[config.mk]
export PLATFORM = sky130hd
export DESIGN_NAME = pci_power_mgmt_regs
export DESIGN_NICKNAME = d
export VERILOG_FILES = /design/src/core/pm_regs_pkg.sv /design/src/core/cfg_write_merge.sv /design/src/core/secondary_clock_ctrl.sv /design/src/core/pci_power_mgmt_regs.sv
export VERILOG_INCLUDE_DIRS = /design/src /design/src/core
export SDC_FILE = /design/constraint.sdc
export NUM_CORES = 1
export LEC_CHECK = 0
export BUFFER_PORTS_ARGS = -buffer_cell sky130_fd_sc_hd__buf_2
export CAP_MARGIN = 25
export CORE_MARGIN = 10
export CORE_UTILIZATION = 31
export DETAILED_ROUTE_END_ITERATION = 12
export GPL_ROUTABILITY_DRIVEN = 0
export PLACE_DENSITY = 0.86
export SLEW_MARGIN = 20
export SYNTH_ARGS = -nofsm -noshare
export SYNTH_HDL_FRONTEND = slang
export SYNTH_SLANG_ARGS = --single-unit
[constraint.sdc]
create_clock -name sys_clk_i -period 0.8 [get_ports sys_clk_i]
set_input_delay 0.16 -clock sys_clk_i [delete_from_list [all_inputs] [get_ports sys_clk_i]]
set_output_delay 0.16 -clock sys_clk_i [all_outputs]
set_load 0.01 [all_outputs]
[src/core/pm_regs_defines.svh]
`ifndef PM_REGS_DEFINES_SVH
`define PM_REGS_DEFINES_SVH

// Configuration offsets (configuration-space byte address of each field)
`define POWER_CTRL_STATUS_OFF      8'h54
`define BRIDGE_POWER_EXT_OFF       8'h56
`define POWER_DATA_BYTE_OFF        8'h57
`define MSI_CAP_ID_OFF             8'h60

// Control/status field positions
`define WAKE_EVENT_STATUS_BIT      15
`define DATA_SCALE_MSB             14
`define DATA_SCALE_LSB             13
`define DATA_SELECT_MSB            12
`define DATA_SELECT_LSB            9
`define WAKE_ENABLE_BIT            8
`define CONTEXT_KEPT_BIT           3
`define POWER_LEVEL_MSB            1
`define POWER_LEVEL_LSB            0
`define CTRL_STATUS_WRITE_MASK     16'h0103

// Bridge extension field positions
`define CLOCK_STOP_FLAG_BIT        7
`define BUS_LEVEL_FLAG_BIT         6

// Reset and fixed values
`define POWER_CTRL_STATUS_RST      16'h0008
`define BRIDGE_POWER_EXT_RST       8'h40
`define POWER_DATA_BYTE_VAL        8'h00
`define MSI_CAP_ID_VAL             8'h05
`define POWER_LEVEL_RST            2'h0
`define WAKE_ENABLE_RST            1'h0

`endif

[src/core/pm_regs_pkg.sv]
package pm_regs_pkg;

  typedef enum logic [1:0] {
    LEVEL_ACTIVE     = 2'b00,
    LEVEL_LIGHT      = 2'b01,
    LEVEL_DEEP       = 2'b10,
    LEVEL_HOT_OFF    = 2'b11
  } power_level_t;

  typedef struct packed {
    power_level_t level;
    logic         wake_enable_scratch;
    logic [31:0]  rdata;
    logic         ack;
    logic         hit;
  } regs_state_t;

  typedef struct packed {
    logic         clock_stop;
    logic         resumed;
    logic         entered_hot_off;
    power_level_t prev_level;
  } clk_state_t;

endpackage

[src/core/cfg_write_merge.sv]
`timescale 1ns/1ns
`include "pm_regs_defines.svh"

module cfg_write_merge #(
  parameter int WIDTH = 16
) (
  input  wire logic [WIDTH-1:0]   old_i,
  input  wire logic [WIDTH-1:0]   wdata_i,
  input  wire logic [WIDTH/8-1:0] byte_en_i,
  input  wire logic [WIDTH-1:0]   write_mask_i,
  output logic      [WIDTH-1:0]   merged_o
);

  //////////////////////////////////////////////////////////////////////////////
  // Per-bit merge: only enabled lanes and writable bits take new data
  genvar g;
  generate
    for (g = 0; g < WIDTH; g++) begin : g_bit
      always_comb begin
        if (byte_en_i[g/8] && write_mask_i[g]) begin
          merged_o[g] = wdata_i[g];
        end else begin
          merged_o[g] = old_i[g];
        end
      end
    end
  endgenerate

endmodule // cfg_write_merge

[src/core/secondary_clock_ctrl.sv]
`timescale 1ns/1ns
`include "pm_regs_defines.svh"

module secondary_clock_ctrl (
  input  wire logic                      sys_clk_i,
  input  wire logic                      reset_n_i,
  input  wire pm_regs_pkg::power_level_t level_i,
  input  wire logic                      stop_setting_i,
  output logic                           clock_stop_o,
  output logic                           resumed_o,
  output logic                           entered_hot_off_o
);

  pm_regs_pkg::clk_state_t st_ff;
  pm_regs_pkg::clk_state_t nxt_st;

  //////////////////////////////////////////////////////////////////////////////
  // Next state
  always_comb begin
    nxt_st            = st_ff;
    nxt_st.prev_level = level_i;
    nxt_st.clock_stop = stop_setting_i &&
                        (level_i == pm_regs_pkg::LEVEL_HOT_OFF);
    nxt_st.entered_hot_off = (level_i == pm_regs_pkg::LEVEL_HOT_OFF) &&
                             (st_ff.prev_level != pm_regs_pkg::LEVEL_HOT_OFF);
    // Wake-up is only reported, never turned into a reset
    nxt_st.resumed = (level_i == pm_regs_pkg::LEVEL_ACTIVE) &&
                     (st_ff.prev_level == pm_regs_pkg::LEVEL_HOT_OFF);
  end

  //////////////////////////////////////////////////////////////////////////////
  // State register
  always_ff @(posedge sys_clk_i or negedge reset_n_i) begin
    if (!reset_n_i) begin
      st_ff <= '{clock_stop: 1'b0, resumed: 1'b0, entered_hot_off: 1'b0,
                 prev_level: pm_regs_pkg::LEVEL_ACTIVE};
    end else begin
      st_ff <= nxt_st;
    end
  end

  assign clock_stop_o      = st_ff.clock_stop;
  assign resumed_o         = st_ff.resumed;
  assign entered_hot_off_o = st_ff.entered_hot_off;

endmodule // secondary_clock_ctrl

[src/core/pci_power_mgmt_regs.sv]
// Operation
// - Leaving hot off for active causes no internal reset and keeps all contents.
// - The wake event status bit 15 always reads zero and ignores writes.
// - The power reading multiplier bits 14:13 always read zero.
// - The power reading selector bits 12:9 always read zero.
// - Bit 8 is a scratch bit that resets to zero, returns the last write and does nothing else.
// - Bit 3 reads back the revision select input, zero when clear and one when set.
// - Bits 1:0 hold the power level, reset to active, and a write moves to the written level.
// - Reserved bits 7:4 and 2 of the control/status register always read zero.
// - Bit 7 of the bridge extension byte mirrors the secondary clock stop setting.
// - With that flag set the secondary clocks stop in the hot off state, otherwise they run.
// - Bit 6 of the bridge extension byte always reads one.
// - Bits 5:0 of the bridge extension byte always read zero.
// - The power data byte at 57h is read-only and always reads zero.
// - The byte at 60h is read-only and always reads the identifier 05h.
`timescale 1ns/1ns
`include "pm_regs_defines.svh"

module pci_power_mgmt_regs (
  input  wire logic        sys_clk_i,
  input  wire logic        reset_n_i,
  // Configuration access port
  input  wire logic        cfg_rd_i,
  input  wire logic        cfg_wr_i,
  input  wire logic [7:0]  cfg_addr_i,
  input  wire logic [3:0]  cfg_byte_en_i,
  input  wire logic [31:0] cfg_wdata_i,
  output logic      [31:0] cfg_rdata_o,
  output logic             cfg_ack_o,
  output logic             cfg_hit_o,
  // General control register bits
  input  wire logic        pm_revision_select_i,
  input  wire logic        secondary_clock_stop_setting_i,
  // Power management outputs
  output logic      [1:0]  device_power_level_o,
  output logic             secondary_clock_stop_o,
  output logic             resumed_from_hot_off_o,
  output logic             entered_hot_off_o
);

  //////////////////////////////////////////////////////////////////////////////
  // Decoding helpers

  // Dword that holds the control/status, extension and data bytes
  function automatic logic is_pm_dword(input logic [7:0] addr);
    logic [7:0] base;
    base = `POWER_CTRL_STATUS_OFF;
    is_pm_dword = (addr[7:2] == base[7:2]);
  endfunction

  // Dword that holds the capability identifier byte
  function automatic logic is_msi_dword(input logic [7:0] addr);
    logic [7:0] base;
    base = `MSI_CAP_ID_OFF;
    is_msi_dword = (addr[7:2] == base[7:2]);
  endfunction

  // Lane of a byte offset inside its dword
  function automatic logic [1:0] lane_of(input logic [7:0] offset);
    lane_of = offset[1:0];
  endfunction

  //////////////////////////////////////////////////////////////////////////////
  // Read value builders

  function automatic logic [15:0] ctrl_status_value(
    input pm_regs_pkg::power_level_t level,
    input logic                      wake_en,
    input logic                      rev_sel
  );
    logic [15:0] v;
    v = 16'h0000;
    v[`WAKE_EVENT_STATUS_BIT] = 1'b0;
    v[`DATA_SCALE_MSB:`DATA_SCALE_LSB] = 2'h0;
    v[`DATA_SELECT_MSB:`DATA_SELECT_LSB] = 4'h0;
    v[`WAKE_ENABLE_BIT] = wake_en;
    v[7:4] = 4'h0;
    v[`CONTEXT_KEPT_BIT] = rev_sel;
    v[2] = 1'b0;
    v[`POWER_LEVEL_MSB:`POWER_LEVEL_LSB] = level;
    ctrl_status_value = v;
  endfunction

  function automatic logic [7:0] bridge_ext_value(input logic stop_setting);
    logic [7:0] v;
    v = 8'h00;
    v[`CLOCK_STOP_FLAG_BIT] = stop_setting;
    v[`BUS_LEVEL_FLAG_BIT] = 1'b1;
    bridge_ext_value = v;
  endfunction

  //////////////////////////////////////////////////////////////////////////////
  // State

  pm_regs_pkg::regs_state_t st_ff;
  pm_regs_pkg::regs_state_t nxt_st;

  logic [15:0] ctrl_status_now;
  logic [15:0] ctrl_status_merged;
  logic [7:0]  bridge_ext_now;
  logic [31:0] pm_dword;
  logic [31:0] msi_dword;
  logic        access;
  logic        pm_hit;
  logic        msi_hit;
  logic        clock_stop;
  logic        resumed;
  logic        entered_hot_off;

  assign access = cfg_rd_i || cfg_wr_i;
  assign pm_hit = is_pm_dword(cfg_addr_i);
  assign msi_hit = is_msi_dword(cfg_addr_i);

  assign ctrl_status_now = ctrl_status_value(st_ff.level,
                                             st_ff.wake_enable_scratch,
                                             pm_revision_select_i);
  assign bridge_ext_now = bridge_ext_value(secondary_clock_stop_setting_i);

  //////////////////////////////////////////////////////////////////////////////
  // Read dword assembly

  always_comb begin
    pm_dword = 32'h0000_0000;
    pm_dword[15:0] = ctrl_status_now;
    pm_dword[lane_of(`BRIDGE_POWER_EXT_OFF)*8 +: 8] = bridge_ext_now;
    pm_dword[lane_of(`POWER_DATA_BYTE_OFF)*8 +: 8] = `POWER_DATA_BYTE_VAL;
  end

  always_comb begin
    msi_dword = 32'h0000_0000;
    msi_dword[lane_of(`MSI_CAP_ID_OFF)*8 +: 8] = `MSI_CAP_ID_VAL;
  end

  //////////////////////////////////////////////////////////////////////////////
  // Write merge of the control/status word

  cfg_write_merge #(
    .WIDTH        (16)
  ) u_write_merge (
    .old_i        (ctrl_status_now),
    .wdata_i      (cfg_wdata_i[15:0]),
    .byte_en_i    (cfg_byte_en_i[1:0]),
    .write_mask_i (`CTRL_STATUS_WRITE_MASK),
    .merged_o     (ctrl_status_merged)
  );

  //////////////////////////////////////////////////////////////////////////////
  // Next state

  always_comb begin
    nxt_st = st_ff;
    nxt_st.ack = access;
    nxt_st.hit = access && (pm_hit || msi_hit);
    if (cfg_rd_i) begin
      if (pm_hit) begin
        nxt_st.rdata = pm_dword;
      end else if (msi_hit) begin
        nxt_st.rdata = msi_dword;
      end else begin
        nxt_st.rdata = 32'h0000_0000;
      end
    end
    // Bytes at 56h, 57h and 60h are read-only: nothing to store
    if (cfg_wr_i && pm_hit) begin
      nxt_st.wake_enable_scratch = ctrl_status_merged[`WAKE_ENABLE_BIT];
      nxt_st.level = pm_regs_pkg::power_level_t'(
        ctrl_status_merged[`POWER_LEVEL_MSB:`POWER_LEVEL_LSB]);
    end
  end

  //////////////////////////////////////////////////////////////////////////////
  // State register; only the device reset clears it, never a level change

  always_ff @(posedge sys_clk_i or negedge reset_n_i) begin
    if (!reset_n_i) begin
      st_ff <= '{level: pm_regs_pkg::LEVEL_ACTIVE,
                 wake_enable_scratch: `WAKE_ENABLE_RST,
                 rdata: 32'h0000_0000,
                 ack: 1'b0,
                 hit: 1'b0};
    end else begin
      st_ff <= nxt_st;
    end
  end

  //////////////////////////////////////////////////////////////////////////////
  // Secondary clock control

  secondary_clock_ctrl u_clock_ctrl (
    .sys_clk_i         (sys_clk_i),
    .reset_n_i         (reset_n_i),
    .level_i           (st_ff.level),
    .stop_setting_i    (secondary_clock_stop_setting_i),
    .clock_stop_o      (clock_stop),
    .resumed_o         (resumed),
    .entered_hot_off_o (entered_hot_off)
  );

  //////////////////////////////////////////////////////////////////////////////
  // Outputs

  assign cfg_rdata_o            = st_ff.rdata;
  assign cfg_ack_o              = st_ff.ack;
  assign cfg_hit_o              = st_ff.hit;
  assign device_power_level_o   = st_ff.level;
  assign secondary_clock_stop_o = clock_stop;
  assign resumed_from_hot_off_o = resumed;
  assign entered_hot_off_o      = entered_hot_off;

endmodule // pci_power_mgmt_regs

==> metrics.txt, run 1 <==
Worst Skew=0.00719 ns; R2R Path End=device_power_level_o[0]; CTS Buf Count=3; worst r2r src=device_power_level_o[0]; cells on worst reg2reg path=2; CTS tree=yes; Clock Latency Late Sink=0.28 ns; vias=631; Synth area leaders=dfrtp_1, buf_4, mux2_4, o22ai_1, inv_1; crit share post-route=124%; setup slack after layout=-0.191 ns; top cell type's share of synthesized area=48.4%; post-DR wirelength/cell=13.2 um; Hold/Removal Path Class=in2reg; Pwr Total=1.63 mW; Synth area leader=dfrtp_1; R2R setup slack=-0.15 ns; violated checks=setup timing; count of cell types in the netlist=22; critical path peak fanout=2; CP top delay family=flip-flops; Cell Area, Synth=878 sq um; Boundary Pins=89; first-pass GRT wire length=3280 um; Final Hold Fails=0; die width=73.2 um; # setup viols final=19; DR pass1 iterations=2; element type at the critical path end=output port; NumNets Final=175; worst hold slack=0.0975 ns; #FFs+latches synth=17; PortBufs=30; Syn-to-layout area delta=31.2%; Clk pin slew, worst setup/hold paths=0.10 ns; Synth Warn #=0; GR Util All Layers=7.64%; RSZ-0062 raised after global routing=yes; area of the die=5360 sq um; Vias per Instance=4.07; clock share of power=27.3%; clk buf depth=2; die height=73.2 um; GR Overflow Total=0; initial antenna violation count=0; CTS root buffer=clkbuf_4; Gate power share=17.2%; n_diodes=0; HPWL after DPL=1670 um; drc violations=0; fin area=1150 sq um; layout cells sized above 1=45.2%; Std-Cell Rows=19; Antenna Nets Post-Route=0; Buffers & Inverters on Critical Path=1; vias in the first global route=748; Filler cells=279; post-layout util=42.2%; Max Clk Rate=1.01 GHz; effective utilization at floorplan=32.1%; PD cells=1420 nW/um^2; Startpoint Class=flip-flop; H-Tree Depth=1; Crit Path Category=reg2out; CP required=0.64 ns; Mapped Avg Cell Area=10.7 sq um; Seq/Total Area, Yosys=48.4%; sw frac=26.6%; status=complete, but fails checks; worst hold start=cfg_wr_i; Hold Path Depth=2; final max-slew violation count=0; static leakage=0.627 nW; pre-CTS WS=-0.347 ns; clock period minus worst slack=0.991 ns; crit path DAT=0.83 ns; hold endpoint=cfg_ack_o; area post-placement=987 sq um; sequential power share=55.5%; core area=2730 sq um; worst ir drop on vdd=0.636 mV; maximum capacitance violations=0; Psw=0.435 mW; largest net degree at the start of global routing=18; post-synthesis cell count=82; Power Internal=1.20 mW; # clock sinks=17; First DRT Iteration DRCs=15; CP max-delay cell=dfrtp_2; max incr delay on CP=0.42 ns; total wire length=2050 um; CP Cell Sequence=buf_6
[area by class of cell]
class	count	area (sq um)	share of cell area, %
Tap cell	31	38.8	3.37
Timing Repair Buffer	42	297	25.7
Clock buffer	3	22.5	1.95
Clock inverter	1	5.00	0.434
Sequential cell	17	427	37.0
Inverter	6	22.5	1.95
Multi-Input combinational cell	55	340	29.5
[cells by family after synthesis]
logic type,synth area share [%]
buffers and inverters,26.2
AND/OR/NAND/NOR,13.5
flip-flops,48.4
AO/OA/AOI/OAI,4.42
multiplexers,6.98
other,0.427
[state kept, by name (all words and copies together) (netlist names)]
name	flops
u_clock_ctrl.resumed_o	1
cfg_ack_o	1
cfg_hit_o	1
u_clock_ctrl.entered_hot_off_o	1
device_power_level_o	2
u_clock_ctrl.clock_stop_o	1
cfg_rdata_o	7
u_clock_ctrl.st_ff	2
ctrl_status_now	1
[cell usage after synthesis]
cell / instances
and3_1: 2
or2_2: 1
o22ai_1: 4
a21boi_1: 1
dfrtp_1: 17
buf_2: 1
mux2_1: 1
and4b_1: 1
nand3_1: 3
nor3b_4: 1
mux2_4: 2
and2b_1: 1
buf_4: 27
nor2_1: 2
nor3_1: 1
and3_4: 1
inv_1: 6
a31oi_1: 1
nand4_1: 1
conb_1: 1
mux2i_1: 2
nand2_1: 5
[metal layers]
layer | vias up | global-route usage (%) | wire length, um
met4 | 0 | 1.90 | 0
met3 | 0 | 4.35 | 206
li1 | 301 | - | -
met1 | 298 | 8.41 | 838
met5 | - | 0 | 0
met2 | 32 | 12.3 | 1010
[what timing repair did]
action                                  CTS  global route
endpoints found under the setup margin   20            24
pin swaps                                 1             3
hold buffers                              1             0
hold endpoints to repair                 17             0
buffers inserted                          4             3
resized for setup                         7             9
[power by group through the flow]
stage	clock network, mW	registers, mW	logic [mW]
finish	0.446	0.907	0.282
global route	0.506	0.911	0.314
CTS	0.470	0.905	0.265
detailed placement	0	0.929	0.223
global placement	0	0.928	0.218
floorplan	0	0.930	0.210
[layout by cell type (no fill, tap or decap), types with 2 or more instances in the layout]
master,Yosys,routed
mux2i_1,2,2
nor2_1,2,2
buf_6,0,9
inv_1,6,5
nand2_1,5,5
and3_1,2,2
o22ai_1,4,3
dfrtp_1,17,16
conb_1,1,25
clkbuf_4,0,3
mux2_4,2,3
buf_2,1,22
buf_4,27,10
nand3_1,3,2
[worst max path at each step]
stage | to | start | slack [ns] | cells past startpoint
6_report | device_power_level_o[0] | device_power_level_o[0] | -0.19 | 1
5_1_grt | device_power_level_o[0] | device_power_level_o[0] | -0.23 | 1
4_1_cts | cfg_rdata_o[1] | cfg_rdata_o[1] | -0.20 | 1
3_5_place_dp | device_power_level_o[0] | cfg_addr_i[5] | -0.35 | 4
3_3_place_gp | device_power_level_o[0] | cfg_addr_i[5] | -0.33 | 4
2_1_floorplan | device_power_level_o[0] | cfg_addr_i[7] | -0.23 | 3
[metrics by stage]
stage,std cells,setup TNS (ns)
floorplan,106,-0.613
global placement,144,-2.89
detailed placement,144,-3.30
CTS,153,-2.89
global route,155,-3.49
finish,155,-2.71
Note: power is estimated with default switching activity, not from simulation.
==> inputs of run 2 (changes only) <==
--- a/config.mk
+++ b/config.mk
@@ -9,10 +9,10 @@
 export BUFFER_PORTS_ARGS = -buffer_cell sky130_fd_sc_hd__buf_2
 export CAP_MARGIN = 25
 export CORE_MARGIN = 10
-export CORE_UTILIZATION = 31
+export CORE_UTILIZATION = 35
 export DETAILED_ROUTE_END_ITERATION = 12
 export GPL_ROUTABILITY_DRIVEN = 0
-export PLACE_DENSITY = 0.86
+export PLACE_DENSITY = 0.91
 export SLEW_MARGIN = 20
 export SYNTH_ARGS = -nofsm -noshare
 export SYNTH_HDL_FRONTEND = slang
==> constraint.sdc (replaced) <==
create_clock -name sys_clk_i -period 1.06 [get_ports sys_clk_i]
set_input_delay 0.212 -clock sys_clk_i [delete_from_list [all_inputs] [get_ports sys_clk_i]]
set_output_delay 0.212 -clock sys_clk_i [all_outputs]
set_load 0.01 [all_outputs]
==> run 2 against run 1 <==
The flow now finishes without violations; non-clock buffer count fell by 2; flip-flop and latch count did not move; total power fell by 26%; critical path depth did not move; setup slack improved by 0.22 ns; combinational power fell by 30%; critical path type unchanged; via count rose by 2.9%; sequential power fell by 25%; core utilization rose by 1.4 points.
==> metrics.txt, run 2 (synthesis results as in run 1) <==
Multi-input gate area=313 sq um; status=completed; crit path DAT=0.82 ns; crit share post-route=97.7%; post-DR wirelength/cell=13.4 um; critical path peak fanout=2; Buffers & Inverters on Critical Path=1; CTS tree=yes; first-pass GRT wire length=3000 um; drc violations=0; static leakage=0.604 nW; Clock Latency Late Sink=0.28 ns; dpl cells=143; area of the die=4910 sq um; CP required=0.85 ns; # clock sinks=17; die width=70.1 um; Antenna Nets Post-Route=0; layout cells sized above 1=39.3%; effective utilization at floorplan=36.1%; worst hold start=cfg_wdata_i[8]; RSZ-0062 raised after global routing=yes; R2R Path End=device_power_level_o[1]; Crit Path Category=reg2out; most frequent cells in the layout=buf_2, conb_1, dfrtp_1; vias=649; H-Tree Depth=1; HPWL after DPL=1700 um; CTS Buf Count=3; PD cells=1140 nW/um^2; final max-slew violation count=0; First DRT Iteration DRCs=32; max incr delay on CP=0.40 ns; Hold Path Depth=2; Clk pin slew, worst setup/hold paths=0.09 ns; Startpoint Class=flip-flop; Syn-to-layout area delta=20.7%; Final Hold Fails=0; worst r2r src=device_power_level_o[1]; element type at the critical path end=output port; Hold/Removal Path Class=in2reg; max reg flops=7; n_diodes=0; initial antenna violation count=0; Vias per Instance=4.27; R2R setup slack=0.12 ns; hold endpoint=ctrl_status_now[8]; Std-Cell Rows=18; CTS root buffer=clkbuf_4; total wire length=2030 um; core area=2430 sq um; DR pass1 iterations=4; CP top delay family=flip-flops; GR Overflow Total=0; clock period minus worst slack=1.04 ns; die height=70.1 um; cells on worst reg2reg path=2; PortBufs=30; largest net degree at the start of global routing=18; worst hold slack=0.142 ns; worst ir drop on vdd=0.713 mV; CP max-delay cell=dfrtp_1; most common cell after layout, fill and taps aside=buf_2; Filler cells=240; GR Util All Layers=7.21%; Boundary Pins=89; Worst Skew=0.00304 ns; NumNets Final=173; register area=427 sq um; # setup viols final=0; vias in the first global route=697; Max Clk Rate=0.966 GHz; clk buf depth=2; Layout Cells excl Fill=152; maximum capacitance violations=0; CP Cell Sequence=buf_2
[run 2: layer usage]
metal | global-route usage (%) | share of wire (%) | up-vias
met1 | 7.04 | 36 | 313
met4 | 1.97 | 0 | 0
met3 | 3.39 | 9.6 | 0
met2 | 13.2 | 54 | 39
met5 | 0 | 0 | -
li1 | - | - | 297
[run 2: area by class of cell]
class                           count  share of cell area, %
Clock buffer                        4                   2.48
Inverter                            6                   2.13
Multi-Input combinational cell     55                   29.5
Sequential cell                    17                   40.3
Tap cell                           30                   3.54
Timing Repair Buffer               40                   22.1
[run 2: power by group]
part	internal [mW]	switching, mW
Combinational	0.0806	0.115
Clock	0.146	0.180
Sequential	0.672	0.0105
[run 2: worst max-delay path by stage]
stage,start,endpoint,cells past startpoint
5_1_grt,cfg_rdata_o[22],cfg_rdata_o[22],1
6_report,cfg_rdata_o[22],cfg_rdata_o[22],1
4_1_cts,device_power_level_o[1],device_power_level_o[1],1
2_1_floorplan,cfg_addr_i[7],device_power_level_o[0],3
3_3_place_gp,cfg_addr_i[5],device_power_level_o[0],4
3_5_place_dp,cfg_addr_i[5],device_power_level_o[1],4
[run 2: what timing repair did]
item / CTS / global route
hold endpoints to repair: 17 / 0
setup endpoints to repair: 2 / 5
resized for setup: 2 / 0
hold buffers: 1 / 0
buffers inserted: 1 / 3
pin swaps: 0 / 0
[run 2: worst register-to-register path: cells and delay by family, from the launching register on]
| family | cells | cell delay (ns) |
|---|---|---|
| buf+inv | 1 | 0.15 |
| flops | 1 | 0.42 |
| mux | 1 | 0.27 |
[run 2: stage by stage]
stage               util (%)  power [mW]  cell area, sq um  setup TNS [ns]  worst slack [ns]
floorplan                  -       0.861               968         -0.0423           -0.0212
global placement        40.5       0.864               986          -0.893            -0.151
detailed placement      40.5       0.870               986           -1.21            -0.175
CTS                     42.6        1.21              1040         -0.0415           -0.0415
global route            43.6        1.27              1060         -0.0256          -0.00973
finish                  43.6        1.20              1060               0            0.0246
